**src/fsps_pkg.sv**
```systemverilog
// Package: register map, commands, sizes and states of the flash sequencer
package fsps_pkg;
	// Register indices; the byte address on the bus is the index times four
	localparam logic [7:0] IDX_COMMAND = 8'h94;
	localparam logic [7:0] IDX_ADDR_LOW = 8'h95;
	localparam logic [7:0] IDX_ADDR_HIGH = 8'h96;
	localparam logic [7:0] IDX_RAM_BASE = 8'h97;
	localparam logic [7:0] IDX_STATUS = 8'h98;
	localparam int ADDR_SHIFT = 2;
	localparam logic [7:0] CMD_PAGE = 8'h5a;
	localparam logic [7:0] CMD_BYTE = 8'h1e;
	localparam logic [7:0] RESET_BYTE = 8'h00;
	localparam int PAGE_BYTES = 64;
	localparam int PAGE_COUNT = 512;
	localparam int PAGE_LSB = 6;
	localparam logic [6:0] PAGE_LEN = 7'h40;
	localparam logic [6:0] ONE_LEN = 7'h01;
	localparam int FIFO_DEPTH = 4;
	localparam int FIFO_WIDTH = 24;
	localparam logic [1:0] HTRANS_NONSEQ = 2'h2;
	localparam logic [2:0] HSIZE_WORD = 3'h2;
	// Sequencer states, Gray coded from IDLE through COPY to DRAIN
	typedef enum logic [1:0] {
		FSPS_IDLE = 2'b00,
		FSPS_COPY = 2'b01,
		FSPS_DRAIN = 2'b11
	} fsps_state_t;
endpackage

```
**src/fsps_fifo.sv**
```systemverilog
// Small FIFO between internal RAM reads and flash writes
module fsps_fifo #(
	parameter int WIDTH = 24,
	parameter int DEPTH = 4
) (
	input wire logic mclk,
	input wire logic reset_n,
	input wire logic in_valid,
	output logic in_ready,
	input wire logic [WIDTH-1:0] in_data,
	output logic out_valid,
	input wire logic out_ready,
	output logic [WIDTH-1:0] out_data
);
	localparam int AW = $clog2(DEPTH);
	typedef struct packed {
		logic [DEPTH-1:0][WIDTH-1:0] mem;
		logic [AW-1:0] wr;
		logic [AW-1:0] rd;
		logic [AW:0] count;
	} fsps_fifo_st_t;
	fsps_fifo_st_t s_q;
	fsps_fifo_st_t s_d;
	logic push;
	logic pop;

	////////////////////////////////////////////////////////////////////
	// Flags follow the occupancy count, so full and empty are exact
	assign in_ready = (s_q.count != (AW+1)'(DEPTH));
	assign out_valid = (s_q.count != '0);
	assign out_data = s_q.mem[s_q.rd];
	assign push = in_valid && in_ready;
	assign pop = out_valid && out_ready;

	// Next state
	always_comb begin
		s_d = s_q;
		if (push) begin
			s_d.mem[s_q.wr] = in_data;
			s_d.wr = s_q.wr + 1'b1;
		end
		if (pop) begin
			s_d.rd = s_q.rd + 1'b1;
		end
		if (push && !pop) begin
			s_d.count = s_q.count + 1'b1;
		end else if (pop && !push) begin
			s_d.count = s_q.count - 1'b1;
		end
	end

	// Register, pointers cleared on reset
	always_ff @(posedge mclk) begin
		if (!reset_n) begin
			s_q <= '0;
		end else begin
			s_q <= s_d;
		end
	end
endmodule

```
**src/fsps_top.sv**
```systemverilog
// Flash self-programming sequencer with AHB-Lite register slave
//
// Register access over AHB-Lite is this design's own decision.
module fsps_top (
	input wire logic mclk,
	input wire logic reset_n,
	input wire logic hsel,
	input wire logic [31:0] haddr,
	input wire logic [1:0] htrans,
	input wire logic hwrite,
	input wire logic [2:0] hsize,
	input wire logic [31:0] hwdata,
	input wire logic hready,
	output logic hreadyout,
	output logic hresp,
	output logic [31:0] hrdata,
	output logic ram_rd_en,
	output logic [7:0] ram_rd_addr,
	input wire logic [7:0] ram_rd_data,
	output logic flash_wr_en,
	output logic [15:0] flash_wr_addr,
	output logic [7:0] flash_wr_data,
	input wire logic flash_wr_ready,
	output logic fetch_hold,
	output logic busy
);
	typedef struct packed {
		logic [7:0] addr_low;
		logic [7:0] addr_high;
		logic [7:0] ram_base;
		fsps_pkg::fsps_state_t state;
		logic [6:0] issued;
		logic [6:0] written;
		logic [6:0] length;
		logic [15:0] dest;
		logic rd_pend;
		logic [15:0] pend_dest;
		logic dp_write;
		logic [7:0] dp_addr;
		logic [31:0] rdata;
		logic wr_en;
		logic [15:0] wr_addr;
		logic [7:0] wr_data;
		logic last_pg;
	} fsps_st_t;

	fsps_st_t s_q;
	fsps_st_t s_d;
	logic addr_ph;
	logic [7:0] idx;
	logic fifo_in_ready;
	logic fifo_out_valid;
	logic fifo_out_ready;
	logic [fsps_pkg::FIFO_WIDTH-1:0] fifo_out_data;
	logic [fsps_pkg::FIFO_WIDTH-1:0] fifo_in_data;
	logic issue;
	logic [15:0] flash_base;

	////////////////////////////////////////////////////////////////////
	// Bus decode: zero wait states, always OKAY
	assign addr_ph = hsel && hready && (htrans == fsps_pkg::HTRANS_NONSEQ);
	assign idx = haddr[fsps_pkg::ADDR_SHIFT +: 8];
	assign hreadyout = 1'b1;
	assign hresp = 1'b0;
	assign hrdata = s_q.rdata;

	// Copy engine handshake outputs
	assign busy = (s_q.state != fsps_pkg::FSPS_IDLE);
	assign fetch_hold = busy;
	assign ram_rd_en = issue;
	assign ram_rd_addr = s_q.ram_base + {1'b0, s_q.issued};
	assign flash_wr_en = s_q.wr_en;
	assign flash_wr_addr = s_q.wr_addr;
	assign flash_wr_data = s_q.wr_data;

	// A RAM read is only issued when the FIFO can take the byte, which
	// lets back-pressure from the flash stall reads on the RAM side.
	assign issue = (s_q.state == fsps_pkg::FSPS_COPY) &&
		(s_q.issued != s_q.length) && !s_q.rd_pend && fifo_in_ready;
	assign fifo_in_data = {s_q.pend_dest, ram_rd_data};
	assign fifo_out_ready = !s_q.wr_en || flash_wr_ready;

	// Page base keeps only bits 15..6; byte mode keeps all sixteen
	always_comb begin
		flash_base = {s_q.addr_high, s_q.addr_low};
	end

	////////////////////////////////////////////////////////////////////
	// Next state of registers and sequencer
	always_comb begin
		s_d = s_q;
		// Address phase captured for the data phase
		if (addr_ph) begin
			s_d.dp_write = hwrite && (hsize == fsps_pkg::HSIZE_WORD);
			s_d.dp_addr = idx;
			s_d.rdata = '0;
			if (!hwrite) begin
				case (idx)
					fsps_pkg::IDX_ADDR_LOW: s_d.rdata = {24'h0, s_q.addr_low};
					fsps_pkg::IDX_ADDR_HIGH: s_d.rdata = {24'h0, s_q.addr_high};
					fsps_pkg::IDX_RAM_BASE: s_d.rdata = {24'h0, s_q.ram_base};
					fsps_pkg::IDX_STATUS: s_d.rdata = {30'h0, s_q.last_pg, busy};
					default: s_d.rdata = '0; // Command reads as zero
				endcase
			end
		end else begin
			s_d.dp_write = 1'b0;
		end
		// Data phase writes; configuration frozen while busy
		if (s_q.dp_write && !busy) begin
			case (s_q.dp_addr)
				fsps_pkg::IDX_ADDR_LOW: s_d.addr_low = hwdata[7:0];
				fsps_pkg::IDX_ADDR_HIGH: s_d.addr_high = hwdata[7:0];
				fsps_pkg::IDX_RAM_BASE: s_d.ram_base = hwdata[7:0];
				fsps_pkg::IDX_COMMAND: begin
					if (hwdata[7:0] == fsps_pkg::CMD_PAGE) begin
						s_d.state = fsps_pkg::FSPS_COPY;
						s_d.length = fsps_pkg::PAGE_LEN;
						s_d.dest = {flash_base[15:fsps_pkg::PAGE_LSB],
							6'h00};
						s_d.issued = '0;
						s_d.written = '0;
					end else if (hwdata[7:0] == fsps_pkg::CMD_BYTE) begin
						s_d.state = fsps_pkg::FSPS_COPY;
						s_d.length = fsps_pkg::ONE_LEN;
						s_d.dest = flash_base;
						s_d.issued = '0;
						s_d.written = '0;
					end
					// Reserved codes are ignored
				end
				default: ;
			endcase
		end
		// RAM read returns next cycle; then it enters the FIFO
		s_d.rd_pend = issue;
		if (issue) begin
			s_d.pend_dest = s_q.dest + {9'h0, s_q.issued};
			s_d.issued = s_q.issued + 1'b1;
		end
		// Flash write strobe holds until the array accepts it
		if (s_q.wr_en && flash_wr_ready) begin
			s_d.wr_en = 1'b0;
			s_d.written = s_q.written + 1'b1;
		end
		if (fifo_out_valid && fifo_out_ready) begin
			s_d.wr_en = 1'b1;
			s_d.wr_addr = fifo_out_data[23:8];
			s_d.wr_data = fifo_out_data[7:0];
		end
		// Sequencing: once all reads are out, wait for the writes
		case (s_q.state)
			fsps_pkg::FSPS_IDLE: ;
			fsps_pkg::FSPS_COPY: begin
				if (s_d.issued == s_q.length) begin
					s_d.state = fsps_pkg::FSPS_DRAIN;
				end
			end
			fsps_pkg::FSPS_DRAIN: begin
				if (s_d.written == s_q.length) begin
					s_d.state = fsps_pkg::FSPS_IDLE;
					s_d.last_pg = (s_q.length == fsps_pkg::PAGE_LEN);
				end
			end
			default: s_d.state = fsps_pkg::FSPS_IDLE;
		endcase
	end

	////////////////////////////////////////////////////////////////////
	// State register with synchronous reset
	always_ff @(posedge mclk) begin
		if (!reset_n) begin
			s_q <= '0;
			s_q.state <= fsps_pkg::FSPS_IDLE;
			s_q.addr_low <= fsps_pkg::RESET_BYTE;
			s_q.addr_high <= fsps_pkg::RESET_BYTE;
			s_q.ram_base <= fsps_pkg::RESET_BYTE;
		end else begin
			s_q <= s_d;
		end
	end

	////////////////////////////////////////////////////////////////////
	// Buffer between RAM reads and flash writes
	fsps_fifo #(
		.WIDTH(fsps_pkg::FIFO_WIDTH),
		.DEPTH(fsps_pkg::FIFO_DEPTH)
	) u_fifo (
		.mclk(mclk),
		.reset_n(reset_n),
		.in_valid(s_q.rd_pend),
		.in_ready(fifo_in_ready),
		.in_data(fifo_in_data),
		.out_valid(fifo_out_valid),
		.out_ready(fifo_out_ready),
		.out_data(fifo_out_data)
	);
endmodule

```
**config.mk**
```make
export PLATFORM = sky130hd
export DESIGN_NAME = fsps_top
export DESIGN_NICKNAME = d
export VERILOG_FILES = /design/src/fsps_pkg.sv /design/src/fsps_fifo.sv /design/src/fsps_top.sv
export SDC_FILE = /design/constraint.sdc
export NUM_CORES = 1
export LEC_CHECK = 0
export ABC_AREA = 1
export BUFFER_PORTS_ARGS = -buffer_cell sky130_fd_sc_hd__buf_2
export CORE_ASPECT_RATIO = 0.75
export CORE_UTILIZATION = 49
export CTS_BUF_LIST = sky130_fd_sc_hd__clkbuf_8
export DETAILED_ROUTE_END_ITERATION = 8
export PLACE_DENSITY = 0.73
export SLEW_MARGIN = 0
export SYNTH_ARGS = -nofsm -noshare
export SYNTH_HDL_FRONTEND = slang
export SYNTH_SLANG_ARGS = --single-unit
```
**constraint.sdc**
```tcl
create_clock -name mclk -period 2.12 [get_ports mclk]
set_input_delay 0.106 -clock mclk [delete_from_list [all_inputs] [get_ports mclk]]
set_output_delay 0.106 -clock mclk [all_outputs]
set_load 0.05 [all_outputs]
```
* After elaboration in Yosys (flattened, before gate mapping) *
Cells that the tools add are included.

word-level totals
  bits in registers = 250
  output and inout bits = 70

operators by class
  add/subtract/negate cells = 8
  $lt $le $gt $ge = 3
  equality and inequality tests = 19
  muxes and demuxes = 20
  reductions and logical operators = 31

operator list
  cell                 count
  $mux 39              4
  $bwmux 96            1
  $eq 8x8->1 const B   8
  $bmux 24 s2          1
  $demux 24 s2         1
  $mux 24              2
  $mux 32              1
  $pmux 8 s4           1
  $mux 25              1
  $add 16x7->16        1
  $add 7x1->7 const B  2
  $eq 7x7->1           2
  $mux 7               2
  $logic_and 1x1->1    13
  $reduce_and 2->1     5
  $add 8x7->8          1
  $eq 8x5->1 const B   1
  $eq 8x7->1 const B   1
  $reduce_bool 2->1    4
  $eq 7x7->1 const B   1
  $ne 7x7->1           1
  $lt 2x3->1 const B   2
  $mux 3               2
  $pmux 2 s3           1
  other kinds (15)     22

* Longest topological paths before layout *
  word-level depth = 9
  mapped depth = 15

* By module *
Synthesis repeated with hierarchy kept, for this count alone.

unflattened totals
  cells, all modules = 1789
  area, all modules = 11806.3 um2

by module, submodules not included
  module     times used  cells each  area an instance (um2)  sequential area each (um2)
  fsps_top   1           846         6080.8                  2362.3
  fsps_fifo  1           943         5725.5                  2062.0

* Worst setup path after synthesis *
OpenSTA, ideal clock, no wires.

  path type = flip-flop to output port
  start point = reg s_q[114] in the netlist's numbering
  end point = out ram_rd_addr[6]
  arrival time = 2.358 ns
  required time = 2.014 ns
  slack = -0.344 ns
  stages on the path, launching flop included = 8
  path buffers = 0
  path through = dfxtp_1 > ha_1 > inv_1 > fa_1 > o21ai_0 > a21oi_1 > o21ai_0 > xor2_1

on the way
  word-level cells in the longest chain between the ends = 1

ends and longest elaborated chain
  item                line            text
  start: declaration  fsps_top.sv:47  fsps_st_t s_q;
  $add 8x7->8         fsps_top.sv:71  assign ram_rd_addr = s_q.ram_base + {1'b0, s_q.issued};
  end: declaration    fsps_top.sv:18  output logic [7:0] ram_rd_addr,

No other way between the ends.

* Final worst setup path *
  start point = reg s_q[116] in the netlist's numbering
  end point = out ram_rd_addr[7]

The elaborated chain is that of the path after synthesis.

==> out/metrics.cfg <==
[floorplan]
die_width_um=170
start_util=0.507
pin_count=153
dieArea_um2=21800
core_um2=20500
rows=45
die-height_um=128

[setup_path]
path_buf_inv=1
critPathSlowestCell=dfxtp_4
path_class=register to primary output
cp_slowest_stage_delay_ns=0.36
critPathLaunchType=register
cp_max_fo=3
cp-end-kind=primary output
crit_family=compound AO/OA/AOI/OAI gates
crit_chain=ha_4 -> a21oi_4 -> nand2_2 -> a21o_1 -> a21oi_2 -> o21ai_2 -> a21oi_2 -> xnor2_2 -> buf_6
required_ns=2.01
cp.arrival_ns=2.26
crit_top_cell=a21oi_2

[timing]
slew_viol_final=0
setup_viol=7
slew_headroom=0.593
fin_ws_ns=-0.248
max_freq_mhz=422
fin_tns_setup_ns=-0.828
min_period_ns=2.37
worstMarginPinSlew_ns=0.610
finalHoldViolations=0
hold_slack_ns=0.0445
rsz0062_at_grt=yes
fin_skew_ns=0.0173
fin_crit_sh=1.12

[grt]
grt_busiest_layer=met2
grt_pass1_vias=8718
met2_usage=0.380
use_met3=0.0404
grt_use_met1=0.360
grt.overflow.total=0
grt_usage=0.249
grt_first_pass_wirelength_mm=43.8
grt_start_max_net_pins=94
antenna_found_initial=0

[power]
power.leakage_uw=0.00490
p_sw_uw=3670
pwr-share-clk=0.368
ir_drop_mv=0.548
combPwrFrac=0.222
seq_power_share=0.411
powerDensity_nw_per_um2=904
swShare=0.330
intPower_uw=7450

[run_status]
outcome=complete, but fails checks
violations=negative setup slack

[logic_synthesis]
synth_flop_cell=dfxtp_1
syn_area_um2=10400
synth_top_area_frac=0.426
ys_ff_latch=221
ys_top_cells_by_area=dfxtp_1 43%, a21oi_1 9.4%, o21ai_0 7.7%
synth_warnings=0
syn_inst=1388
synth_cell_types=47
seq_area_frac_synth=0.426
synthArstFlopShare=0
avgSynthCellArea_um2=7.48
synth_edf_count=0
yosys.area.top_type=dfxtp_1

[layout]
most-common-layout-cells=214 x dfxtp_1, 198 x nand2_1, 189 x a21oi_1
layout_commonest_cell=dfxtp_1
multi_input_area_um2=4940
nets=1577
drive_gt1_frac=0.186
fillCellCount=1827
seqCellArea_um2=4440
area_growth_pct=18.6
n_antenna_cell=0

[cts]
cts_max_level=2
clk_pin_slew_ns=0.06
cts_tree=built
cts_made_buffers=36
clock_tree.root_cell=clkbuf_8
insertion_delay_ns=0.53
cts_sinks=221
clk_path_buf_depth=3

[placed_design]
dp_hpwl_mm=17.2
gp_congestion=0.890
portBuffers=78
place_ws_ns=-0.0508

[run]
maxCapViolCount=0

[detailed_routing]
routed_wl_mm=27.0
detail_route.iter0.violations=753
vias=9506
avgViaCountPerCell=5.34
drc=0
wl_per_cell_um=15.2
drt-pass1-iter-count=5
ant_nets=0

[min_path]
holdCritPathClass=input port to register

[cells by family after synthesis]
| group | after synthesis | share of synthesized area |
|---|---|---|
| compound gates | 436 | 0.225 |
| xor+xnor | 18 | 0.0152 |
| fa+ha+maj | 24 | 0.0311 |
| buf+inv | 288 | 0.129 |
| flops | 221 | 0.426 |
| other cells | 2 | 0.000723 |
| simple gates | 399 | 0.173 |
[cells in the mapped netlist, types with 7 or more instances]
library cell / instances
o211ai_1: 28
clkbuf_1: 59
nand2_1: 200
o21ai_0: 160
dfxtp_1: 221
nor2_1: 73
buf_4: 59
ha_1: 21
nand3_1: 78
a31oi_1: 27
xor2_1: 14
a211oi_1: 11
inv_2: 12
nand4_1: 9
buf_2: 15
inv_1: 133
o21ai_1: 7
a21oi_1: 195
[final cells by class]
cell class,instances,area share
Multi-Input combinational cell,903,0.401
Clock inverter,13,0.00732
Inverter,147,0.0450
Timing Repair Buffer,161,0.0983
Sequential cell,221,0.361
Clock buffer,53,0.0592
Tap cell,282,0.0287
[stage by stage]
stage | instance area [um2] | utilization | cells | power (uW)
2_1_floorplan | 10500 | - | 1412 | 6630
3_3_place_gp | 10900 | 0.532 | 1676 | 7050
3_5_place_dp | 10900 | 0.532 | 1676 | 7090
4_1_cts | 12200 | 0.595 | 1777 | 11200
5_1_grt | 12300 | 0.601 | 1780 | 11700
6_report | 12300 | 0.601 | 1780 | 11100
[state kept, by name, summed over array words and instances, names as in the netlist]
signal         cells
u_fifo.s_q       103
s_q               53
fifo_in_data      16
flash_wr_addr     16
flash_wr_en        1
flash_base        16
hrdata             8
flash_wr_data      8
[tightest hold or removal path, stage by stage]
cell     delay, ns
buf_2         0.08
nor3_2        0.03
buf_4         0.17
a21oi_1       0.14
[layer usage]
metal / wire, um / up-vias
li1: - / 4719
met1: 12900 / 4429
met2: 11800 / 308
met3: 1830 / 50
met4: 499 / 0
met5: 0 / -
[power groups by stage]
| stage | combinational [uW] | sequential [uW] | clock [uW] |
|---|---|---|---|
| after floorplan | 2060 | 4580 | 0 |
| after global placement | 2400 | 4650 | 0 |
| after detailed placement | 2430 | 4660 | 0 |
| after CTS | 2470 | 4570 | 4160 |
| after global routing | 2740 | 4600 | 4350 |
| final | 2470 | 4570 | 4090 |
[path summary, 6_finish.rpt]
kind,endpoint,start,cells after the start,slack (ns)
max,ram_rd_addr[7],s_q[116],9,-0.25
min,s_q[58],htrans[0],4,0.04
max reg2reg,fifo_in_data[22],s_q[114],15,-0.09
min reg2reg,u_fifo.s_q[79],u_fifo.s_q[79],2,0.45
[timing repair]
action / 4_1_cts / 5_1_grt
hold endpoints to repair: 68 / 0
hold buffers: 28 / 0
pin swaps: 15 / 20
buffers inserted: 7 / 4
setup endpoints to repair: 9 / 16
resized for setup: 39 / 21
(Power assumes the default switching activity.)
